**src/pifr_pkg.sv**
```systemverilog
// Package for the peripheral interrupt flag and reset cause block.
// Assumes an 8-bit register port with word addresses as printed.
package pifr_pkg;
	localparam int unsigned ADDR_W = 8;
	localparam int unsigned DATA_W = 8;
	localparam logic [7:0] ADDR_FLAGS = 8'h0C;
	localparam logic [7:0] ADDR_CTRL = 8'h8B;
	localparam logic [7:0] ADDR_CTRL_LO = 8'h0B;
	localparam logic [7:0] ADDR_ENABLES = 8'h8C;
	localparam logic [7:0] ADDR_CAUSE = 8'h8E;
	// Implemented peripheral flag and enable bits
	localparam logic [7:0] PERIPH_MASK = 8'h4F;
	localparam logic [7:0] CAUSE_MASK = 8'h03;
	localparam logic [7:0] FLAGS_RESET = 8'h00;
	localparam logic [7:0] ENABLES_RESET = 8'h00;
	localparam logic [7:0] CTRL_RESET = 8'h00;
	localparam logic [7:0] ZERO_BYTE = 8'h00;
	// Peripheral bit positions
	localparam int unsigned BIT_TIMER1 = 0;
	localparam int unsigned BIT_TIMER2 = 1;
	localparam int unsigned BIT_CCP = 2;
	localparam int unsigned BIT_SERIAL = 3;
	localparam int unsigned BIT_CONV = 6;
	// Control register bit positions
	localparam int unsigned BIT_GIE = 7;
	localparam int unsigned BIT_PERIPHERAL_IRQ_ENABLE = 6;
	localparam int unsigned BIT_TIMER0_IRQ_ENABLE = 5;
	localparam int unsigned BIT_EXTIE = 4;
	localparam int unsigned BIT_PORTIE = 3;
	localparam int unsigned BIT_T0F = 2;
	localparam int unsigned BIT_EXTF = 1;
	localparam int unsigned BIT_PORTF = 0;
	// Cause register bit positions
	localparam int unsigned BIT_POWERON = 1;
	localparam int unsigned BIT_BROWNOUT = 0;
	localparam logic [15:0] TIMER1_MAX = 16'hFFFF;
endpackage

```
**src/pifr_sync.sv**
```systemverilog
// Three-stage synchroniser for one pin-level input.
// Assumes the level may change at any time relative to clk.
`timescale 1ns/1ps
module pifr_sync (
	input wire logic clk,
	input wire logic rst,
	input wire logic d,
	output logic q
);
	logic s1;
	logic s2;
	logic s3;

	// Shift chain; a change counts once stages two and three agree
	always_ff @(posedge clk or posedge rst) begin
		if (rst) begin
			s1 <= 1'b0;
			s2 <= 1'b0;
			s3 <= 1'b0;
		end else begin
			s1 <= d;
			s2 <= s1;
			s3 <= s2;
		end
	end

	// Hold output until the two late stages agree
	always_ff @(posedge clk or posedge rst) begin
		if (rst) begin
			q <= 1'b0;
		end else if (s2 == s3) begin
			q <= s3;
		end
	end
endmodule

```
**src/pifr_top.sv**
```systemverilog
// Peripheral interrupt flags, enables, control and reset cause registers.
// Assumes peripheral event inputs are same-clock pulses; pin straps are synchronised.
//
// Contract
// Each peripheral flag sets on its event regardless of its enable and the global enable.
// Software should clear a flag before setting its enable to avoid a stale request.
// The flag register has read-write bits 6,3,2,1,0 reset to zero; bits 7,5,4 read zero.
// The conversion-done flag sets on conversion completion and only software clears it.
// The timer-2 match flag sets on period match and stays set until software clears it.
// The enable register at 8Ch has mask bits 6,3,2,1,0, reset to zero.
// The control register holds global, peripheral, three enables and three flags, reads in both banks.
// The cause register bit 1 tells a power-on reset from a pin or watchdog reset.
// The cause register bit 0 flags a brown-out reset on devices with brown-out detection.
// The brown-out flag is undefined after power-on, software sets it, and clear means brown-out.
// With brown-out detection disabled the brown-out flag need not be predictable.
// The timer-1 flag sets when the 16-bit timer rolls over from FFFFh to 0000h.
// With global enable set, any flagged and masked source raises a request at once; here the request is registered and rises one clock later.
// Any reset clears the global interrupt enable.
// The capture-compare flag sets on capture in capture mode or match in compare mode.
// A hardware set wins over a same-cycle software write to a flag.
`timescale 1ns/1ps
module pifr_top (
	input wire logic clk,
	input wire logic rst,
	input wire logic [7:0] addr,
	input wire logic [7:0] wdata,
	input wire logic wr,
	input wire logic rd,
	output logic [7:0] rdata,
	input wire logic conv_done,
	input wire logic serial_done,
	input wire logic capture_event,
	input wire logic compare_match,
	input wire logic ccp_compare_mode,
	input wire logic timer2_match,
	input wire logic [15:0] timer1_count,
	input wire logic timer0_overflow,
	input wire logic ext_pin_event,
	input wire logic port_change_event,
	input wire logic power_on_reset,
	input wire logic brownout_reset,
	input wire logic brownout_detect_enable,
	output logic irq_request
);
	logic [7:0] flags;
	logic [7:0] enables;
	logic [7:0] ctrl;
	logic [1:0] cause;
	logic [15:0] timer1_prev;
	logic por_seen;
	logic bor_seen;
	logic bod_en_s;
	logic [7:0] periph_set;
	logic [7:0] ctrl_set;
	logic t1_roll;

	// Decode a register access for one address
	function automatic logic hit(input logic [7:0] a, input logic [7:0] target);
		hit = (a == target);
	endfunction

	////////////////////////////////////////////////////////////////////
	// Pin-level inputs pass the synchroniser
	pifr_sync u_bod_sync (
		.clk(clk),
		.rst(rst),
		.d(brownout_detect_enable),
		.q(bod_en_s)
	);

	////////////////////////////////////////////////////////////////////
	// Timer-1 rollover detection
	always_ff @(posedge clk or posedge rst) begin
		if (rst) begin
			timer1_prev <= 16'h0000;
		end else begin
			timer1_prev <= timer1_count;
		end
	end

	assign t1_roll = (timer1_prev == pifr_pkg::TIMER1_MAX) && (timer1_count == 16'h0000);

	// Hardware set terms, independent of any enable
	always_comb begin
		periph_set = pifr_pkg::ZERO_BYTE;
		periph_set[pifr_pkg::BIT_CONV] = conv_done;
		periph_set[pifr_pkg::BIT_SERIAL] = serial_done;
		periph_set[pifr_pkg::BIT_CCP] = ccp_compare_mode ? compare_match : capture_event;
		periph_set[pifr_pkg::BIT_TIMER2] = timer2_match;
		periph_set[pifr_pkg::BIT_TIMER1] = t1_roll;
		ctrl_set = pifr_pkg::ZERO_BYTE;
		ctrl_set[pifr_pkg::BIT_T0F] = timer0_overflow;
		ctrl_set[pifr_pkg::BIT_EXTF] = ext_pin_event;
		ctrl_set[pifr_pkg::BIT_PORTF] = port_change_event;
	end

	////////////////////////////////////////////////////////////////////
	// Peripheral flags; set ORed after write so the event wins
	always_ff @(posedge clk or posedge rst) begin
		if (rst) begin
			flags <= pifr_pkg::FLAGS_RESET;
		end else if (wr && hit(addr, pifr_pkg::ADDR_FLAGS)) begin
			flags <= (wdata | periph_set) & pifr_pkg::PERIPH_MASK;
		end else begin
			flags <= flags | (periph_set & pifr_pkg::PERIPH_MASK);
		end
	end

	// Peripheral enable mask
	always_ff @(posedge clk or posedge rst) begin
		if (rst) begin
			enables <= pifr_pkg::ENABLES_RESET;
		end else if (wr && hit(addr, pifr_pkg::ADDR_ENABLES)) begin
			enables <= wdata & pifr_pkg::PERIPH_MASK;
		end
	end

	// Control register, reachable at both bank addresses
	always_ff @(posedge clk or posedge rst) begin
		if (rst) begin
			ctrl <= pifr_pkg::CTRL_RESET;
		end else if (wr && (hit(addr, pifr_pkg::ADDR_CTRL) || hit(addr, pifr_pkg::ADDR_CTRL_LO))) begin
			ctrl <= wdata | ctrl_set;
		end else begin
			ctrl <= ctrl | ctrl_set;
		end
	end

	////////////////////////////////////////////////////////////////////
	// Reset cause capture; reset inputs are sampled after release
	always_ff @(posedge clk or posedge rst) begin
		if (rst) begin
			por_seen <= 1'b0;
			bor_seen <= 1'b0;
		end else begin
			por_seen <= power_on_reset;
			bor_seen <= brownout_reset && bod_en_s;
		end
	end

	// Power-on clears both bits and brown-out clears bit 0; software sets them
	// No rst here: a pin or watchdog reset must leave the power-on record intact
	// Unknown until the first power-on pulse, like the undefined power-up value
	always_ff @(posedge clk) begin
		if (por_seen) begin
			cause <= 2'b00;
		end else if (bor_seen) begin
			cause[pifr_pkg::BIT_BROWNOUT] <= 1'b0;
		end else if (wr && hit(addr, pifr_pkg::ADDR_CAUSE)) begin
			cause <= wdata[1:0];
		end
	end

	////////////////////////////////////////////////////////////////////
	// Read data registered one cycle after the strobe
	always_ff @(posedge clk or posedge rst) begin
		if (rst) begin
			rdata <= pifr_pkg::ZERO_BYTE;
		end else if (rd) begin
			if (hit(addr, pifr_pkg::ADDR_FLAGS)) begin
				rdata <= flags;
			end else if (hit(addr, pifr_pkg::ADDR_ENABLES)) begin
				rdata <= enables;
			end else if (hit(addr, pifr_pkg::ADDR_CTRL) || hit(addr, pifr_pkg::ADDR_CTRL_LO)) begin
				rdata <= ctrl;
			end else if (hit(addr, pifr_pkg::ADDR_CAUSE)) begin
				rdata <= {6'b000000, cause};
			end else begin
				rdata <= pifr_pkg::ZERO_BYTE;
			end
		end else begin
			rdata <= pifr_pkg::ZERO_BYTE;
		end
	end

	////////////////////////////////////////////////////////////////////
	// Request: registered so the output comes from a flip-flop
	always_ff @(posedge clk or posedge rst) begin
		if (rst) begin
			irq_request <= 1'b0;
		end else begin
			irq_request <= ctrl[pifr_pkg::BIT_GIE] &&
				((ctrl[pifr_pkg::BIT_PERIPHERAL_IRQ_ENABLE] && |(flags & enables)) ||
				(ctrl[pifr_pkg::BIT_TIMER0_IRQ_ENABLE] && ctrl[pifr_pkg::BIT_T0F]) ||
				(ctrl[pifr_pkg::BIT_EXTIE] && ctrl[pifr_pkg::BIT_EXTF]) ||
				(ctrl[pifr_pkg::BIT_PORTIE] && ctrl[pifr_pkg::BIT_PORTF]));
		end
	end
endmodule
```
**config.mk**
```make
export PLATFORM = sky130hd
export DESIGN_NAME = pifr_top
export DESIGN_NICKNAME = d
export VERILOG_FILES = /design/src/pifr_pkg.sv /design/src/pifr_sync.sv /design/src/pifr_top.sv
export SDC_FILE = /design/constraint.sdc
export NUM_CORES = 1
export LEC_CHECK = 0
export BUFFER_PORTS_ARGS = -buffer_cell sky130_fd_sc_hd__buf_2
export CORE_UTILIZATION = 50
export CTS_CLUSTER_SIZE = 24
export DETAILED_ROUTE_END_ITERATION = 6
export GPL_TIMING_DRIVEN = 0
export PLACE_DENSITY = 0.77
export REMOVE_ABC_BUFFERS = 1
export SYNTH_ARGS = -nofsm -noshare
export SYNTH_HDL_FRONTEND = slang
export SYNTH_SLANG_ARGS = --single-unit
```
**constraint.sdc**
```tcl
create_clock -name clk -period 2.3 [get_ports clk]
set_clock_uncertainty 0.05 [all_clocks]
set_input_delay 0.345 -clock clk [delete_from_list [all_inputs] [get_ports clk]]
set_output_delay 0.345 -clock clk [all_outputs]
set_load 0.02 [all_outputs]
```
==> qor.csv, run 1 <==
metric;value;unit
min Tclk post-route;2.12;ns
DRC viols;0;
sequential area share after synthesis;61.5;%
final slew viol count;0;
total grt overflow;0;
status;finished, final reports clean;
Vias per Instance;6.00;
Worst-Margin Slew;1.07;ns
IO buf count;56;
pin count of the biggest net entering global routing;50;
largest cells by area after synthesis;dfrtp_1 60%, mux2_2 3.8%, mux2_4 3.6%;
global placement routability congestion;0.891;
Slowest-stage cell, CP;nor3_2;
fin crit share;92.4;%
dpl hpwl;3.19;mm
Worst-path clk slew;0.08;ns
DP Area;0.00236;mm²
Setup crit start kind;input pin;
drt total wl;4.44;mm
Max Root-Sink Buffers;2;
Ys Warns;0;
commonest cells after routing, fill and taps aside;56 x buf_2, 49 x dfrtp_1, 10 x nand3_1;
power density over cell area;640;mW/mm²
unrepaired setup endpoints after global routing;false;
Finish-stage setup viols;0;
largest stage delay on the critical path;0.86;ns
boundary pin count;57;
Avg Cell Area, Syn;13.4;µm²
antenna-violating nets left;0;
number of global-route vias before repair;1614;
H-tree depth;2;
Max-slew headroom;28.3;%
Max Cap Viol;0;
Die H;66.2;µm
VDD IR-drop max;0.388;mV
Layout area overhead;19.2;%
Yosys top cell area share;59.5;%
# clock sinks;51;
type of element capturing the critical path;flip-flop;
Util after Layout;64.6;%
DR vias;1553;
Total GRT Usage;23.3;%
most common cell after layout, fill and taps aside;buf_2;
core area;0.00380;mm²
Placed Instances;251;
wire length per cell;17.1;µm
site row count;22;
Final Cell Area;0.00245;mm²
first-pass detailed-route iteration total;4;
die area;0.00438;mm²
Yosys cell types;40;
CTS Root Cell;clkbuf_8;
Hold Fails Final Rpt;0;
first-pass GRT wire length;7.42;mm
Tightest Hold Check Type;in2reg;
CP Max Fanout;20;
starting density of the core;54.2;%
mapped cell area;0.00206;mm²
CTS Buf Count;5;
worst-skew pair later-pin latency;0.31;ns
Setup CP Type;in2reg;
fin nets;258;
DRT iter0 DRCs;167;
Critical Path RT;2.44;ns
CTS tree;done;
crit-path cells;buf_2, nor3_2, nand3_1, mux2_2;
initial antenna violation count;0;
Die X-Extent;66.2;µm
Peak Freq;471;MHz
share of cells above drive strength 1;37.9;%
minimum hold slack;0.0956;ns
synthesis-stage register bit count;51;
Yosys top cell by area;dfrtp_1;
LEAKAGE;1.15;nW
Cell Count, Final, Fillers Out;259;
Worst EP arrival;2.26;ns
Post-Syn Instances;154;
ant diodes;0;
## layout make-up
class                      count  area [µm²]
sequential                    51        1270
clock buffer                   6        72.6
timing repair buffer          56         280
multi-input combinational     94         756
fill                         294        1340
inverter                       2        7.51
tap                           48        60.1
clock inverter                 2        12.5
## cell usage after synthesis (all sizes together)
master	count
and4b	1
clkbuf	5
o31ai	2
a21bo	1
a31oi	1
nor2b	1
nand4	5
nand3	10
nor2	1
o311a	2
a22oi	1
nand2b	4
inv	2
a21oi	1
nor3	1
o41ai	1
and2	2
nand4bb	1
nand2	3
mux2	12
a211oi	1
dfxtp	2
or4	2
o21ai	1
nor4bb	1
maj3	1
mux2i	4
o221ai	1
nor4	8
and3	5
a21boi	3
dfrtp	49
nand4b	1
a222oi	2
and4	6
or3	2
a211o	6
buf	2
## registers in the layout (all words and copies together) (netlist names), 2 cells and up
name         cells
flags            5
ctrl             8
cause            2
rdata            8
timer1_prev     16
enables          5
## per-stage QoR
step | setup TNS [ns] | worst slack (ns) | total power [mW]
finish | 0 | 0.176 | 1.57
detailed placement | -0.964 | -0.171 | 1.10
global route | 0 | 0.0321 | 1.63
global placement | -6.75 | -0.641 | 1.09
floorplan | 0 | 0.0507 | 1.02
CTS | 0 | 0.163 | 1.58
## cells by family after synthesis
family / count (synthesis) / share of synthesized area (%)
flops: 51 / 61.5
buf+inv: 9 / 2.37
mux: 16 / 9.42
compound gates: 23 / 9.17
simple gates: 54 / 17.1
fa+ha+maj: 1 / 0.486
## report_power, final
group | internal (mW) | switching, mW
Combinational | 0.0623 | 0.0703
Clock | 0.213 | 0.278
Sequential | 0.930 | 0.0183
## worst paths after layout
| path | from | slack [ns] | end | cells after the start |
|---|---|---|---|---|
| min | power_on_reset | 0.1 | por_seen | 1 |
| max | addr[6] | 0.18 | ctrl[7] | 4 |
| min reg2reg | u_bod_sync.s1 | 0.31 | u_bod_sync.s2 | 0 |
| max in group asynchronous | rst | 1.38 | rdata[7] | 2 |
| max reg2reg | flags[3] | 1.04 | irq_request | 3 |
| min in group asynchronous | rst | 0.21 | timer1_prev[2] | 2 |
## what timing repair did
| action | in CTS | in global routing |
|---|---|---|
| endpoints found under the setup margin | 0 | 3 |
| hold buffers | 0 | 0 |
| gates resized for setup | 0 | 1 |
| buffers inserted | 0 | 0 |
## critical path, delay by kind of cell
kind,cells,cell delay [ns]
buffers and inverters,1,0.11
muxes,1,0.42
and+or+nand+nor,2,1.38
## per-layer routing
metal	up-vias	GRT usage (%)	share of wire, %
met5	-	0	0
met3	10	4.83	5.0
li1	701	-	-
met2	55	39.0	51
met4	0	10.4	1.8
met1	787	29.0	42
No activity file was read; power rests on OpenSTA's default activity.
==> run 2, diff against run 1 <==
--- a/config.mk
+++ b/config.mk
@@ -5,12 +5,13 @@
 export SDC_FILE = /design/constraint.sdc
 export NUM_CORES = 1
 export LEC_CHECK = 0
+export ABC_AREA = 1
 export BUFFER_PORTS_ARGS = -buffer_cell sky130_fd_sc_hd__buf_2
 export CORE_UTILIZATION = 50
 export CTS_CLUSTER_SIZE = 24
 export DETAILED_ROUTE_END_ITERATION = 6
 export GPL_TIMING_DRIVEN = 0
-export PLACE_DENSITY = 0.77
+export PLACE_DENSITY = 0.76
 export REMOVE_ABC_BUFFERS = 1
 export SYNTH_ARGS = -nofsm -noshare
 export SYNTH_HDL_FRONTEND = slang
==> run 2 against run 1 <==
  * Clock power grew 4%
  * Die area grew 4.9%
  * Non-clock buffer count grew 2
  * Via count grew 7.8%
  * Critical path type is now reg2out
  * Worst setup slack gained 0.90 ns
  * Critical endpoint is now rdata[3]
  * Sequential share of layout area shrank 2.8 points
  * Register-to-register slack gained 0.24 ns
  * Global-route usage shrank 3.7 points
  * Largest cell class unchanged
  * Synthesized cell count grew 53%
==> qor.csv, run 2 <==
metric;value;unit
status;finished, final reports clean;
worst-skew pair later-pin latency;0.30;ns
final setup TNS;0;ns
Top reg by flops;timer1_prev;
largest cells by area after synthesis;dfrtp_1 57%, nand2_1 11%, nor2_1 4.7%;
Seq pwr share;58.8;%
Max Root-Sink Buffers;2;
Post-synth ARST share;96.1;%
# clock sinks;51;
Pint;1.22;mW
Finish-stage setup viols;0;
boundary pin count;57;
DRC viols;0;
largest stage delay on the critical path;0.37;ns
Ys Warns;0;
crit-path cells;buf_2;
total grt overflow;0;
final slew viol count;0;
Max Cap Viol;0;
Post-synth EDFFs;0;
initial antenna violation count;0;
Setup crit start kind;flip-flop;
global placement routability congestion;0.841;
type of element capturing the critical path;output pin;
CTS Buf Count;5;
hold_sp;brownout_detect_enable;
Critical Path RT;1.90;ns
Die H;67.8;µm
logic gate share of total power;9.6;%
Layout area overhead;20.0;%
crit path launch;rdata[3];
final worst slack;1.08;ns
ant diodes;0;
dpl hpwl;3.06;mm
max reg flops;16;
ys flop type;dfrtp_1;
most common cell after layout, fill and taps aside;nand2_1;
min Tclk post-route;1.22;ns
fin crit share;53.0;%
Avg Cell Area, Syn;9.17;µm²
Max-slew headroom;71.0;%
CP Max Fanout;1;
hold-fix buffers at CTS;1;
Worst-path clk slew;0.09;ns
starting density of the core;52.9;%
sequential area share after synthesis;58.5;%
Worst EP arrival;0.82;ns
DR vias;1674;
die area;0.00459;mm²
CTS Root Cell;clkbuf_8;
number of global-route vias before repair;1479;
Clk pwr share;31.6;%
LEAKAGE;1.37;nW
power density over cell area;622;mW/mm²
Yosys top cell area share;56.7;%
Top delay family on crit path;flip-flops;
Setup CP Type;reg2out;
VDD IR-drop max;0.347;mV
first-pass GRT wire length;6.50;mm
antenna-violating nets left;0;
CTS tree;done;
fin nets;348;
Hold Fails Final Rpt;0;
Tightest Hold Check Type;in2reg;
core area;0.00409;mm²
most common cell in the netlist;nand2_1;
Yosys cell types;26;
Pwr Total;1.62;mW
Post-CTS Setup Repair Bufs;0;
DRT iter0 DRCs;69;
Slowest-stage cell, CP;dfrtp_1;
commonest cells after routing, fill and taps aside;63 x nand2_1, 56 x buf_2, 49 x dfrtp_1;
Worst-Margin Slew;0.435;ns
IO buf count;56;
share of cells above drive strength 1;28.6;%
Post-Syn Instances;236;
Total GRT Usage;19.6;%
site row count;23;
top flop regs;timer1_prev: 16 flops, ctrl: 8 flops, rdata: 8 flops;
Commonest cells post-synth;63 x nand2_1, 49 x dfrtp_1, 27 x nor2_1, 25 x inv_1, 15 x nand3_1;
buffer and inverter count on the worst path;1;
synthesis-stage register bit count;51;
pin count of the biggest net entering global routing;30;
DP Worst Slack;0.885;ns
RR Startpoint;flags[1];
Peak Freq;820;MHz
first-pass detailed-route iteration total;4;
P_sw;0.400;mW
CTS resizes;0;
drt total wl;3.93;mm
Yosys top cell by area;dfrtp_1;
H-tree depth;2;
unrepaired setup endpoints after global routing;false;
Die X-Extent;67.8;µm
wire length per cell;11.2;µm
Worst R2R Setup Slack;1.28;ns
mapped cell area;0.00216;mm²
Vias per Instance;4.77;
Sw Ratio;24.8;%
## run 2: per-stage QoR
stage	std cells	hold WS (ns)	cell area, µm²	utilization (%)
2_1_floorplan	235	0.281	2130	-
3_3_place_gp	341	0.284	2470	60.5
3_5_place_dp	342	0.286	2490	61.0
4_1_cts	351	0.0873	2590	63.5
5_1_grt	351	0.0837	2590	63.5
6_report	351	0.0961	2590	63.5
## run 2: path summary, 6_finish.rpt
check,cells after the start,end
setup reg to reg,4,irq_request
min in group asynchronous,3,flags[2]
setup / recovery,1,rdata[3]
hold reg to reg,0,u_bod_sync.s2
hold / removal,1,u_bod_sync.s1
max in group asynchronous,4,rdata[0]
## run 2: cell families after synthesis
| group | count (synthesis) | synth area share (%) |
|---|---|---|
| buffers and inverters | 30 | 6.71 |
| adders and majority gates | 1 | 0.463 |
| DFF | 51 | 58.5 |
| AOI/OAI and AO/OA | 28 | 6.94 |
| and+or+nand+nor | 126 | 27.4 |
## run 2: power by group through the flow
stage	Combinational [mW]	Sequential (mW)	Clock [mW]
after floorplan	0.0729	0.970	0
after global placement	0.150	0.966	0
after detailed placement	0.157	0.968	0
after CTS	0.159	0.949	0.522
after global routing	0.179	0.954	0.565
final	0.156	0.950	0.510
## run 2: area by class of cell
cell class / instances / area, µm²
Fill cell: 355 / 1490
Sequential cell: 51 / 1270
Multi-Input combinational cell: 155 / 752
Timing Repair Buffer: 58 / 310
Inverter: 29 / 113
Clock buffer: 5 / 68.8
Tap cell: 50 / 62.6
Clock inverter: 3 / 22.5
## run 2: worst register-to-register path, delay by kind of cell, from the launching register on
family,cells,cell delay (ns)
AO/OA/AOI/OAI,2,0.30
AND/OR/NAND/NOR,2,0.16
flip-flops,1,0.41
## run 2: per-layer routing
metal,vias to the layer above,GRT usage [%],routed length [µm]
met1,752,25.1,1830
li1,872,-,-
met2,43,31.4,1870
met5,-,0,0
met4,0,8.33,55
met3,7,4.56,174
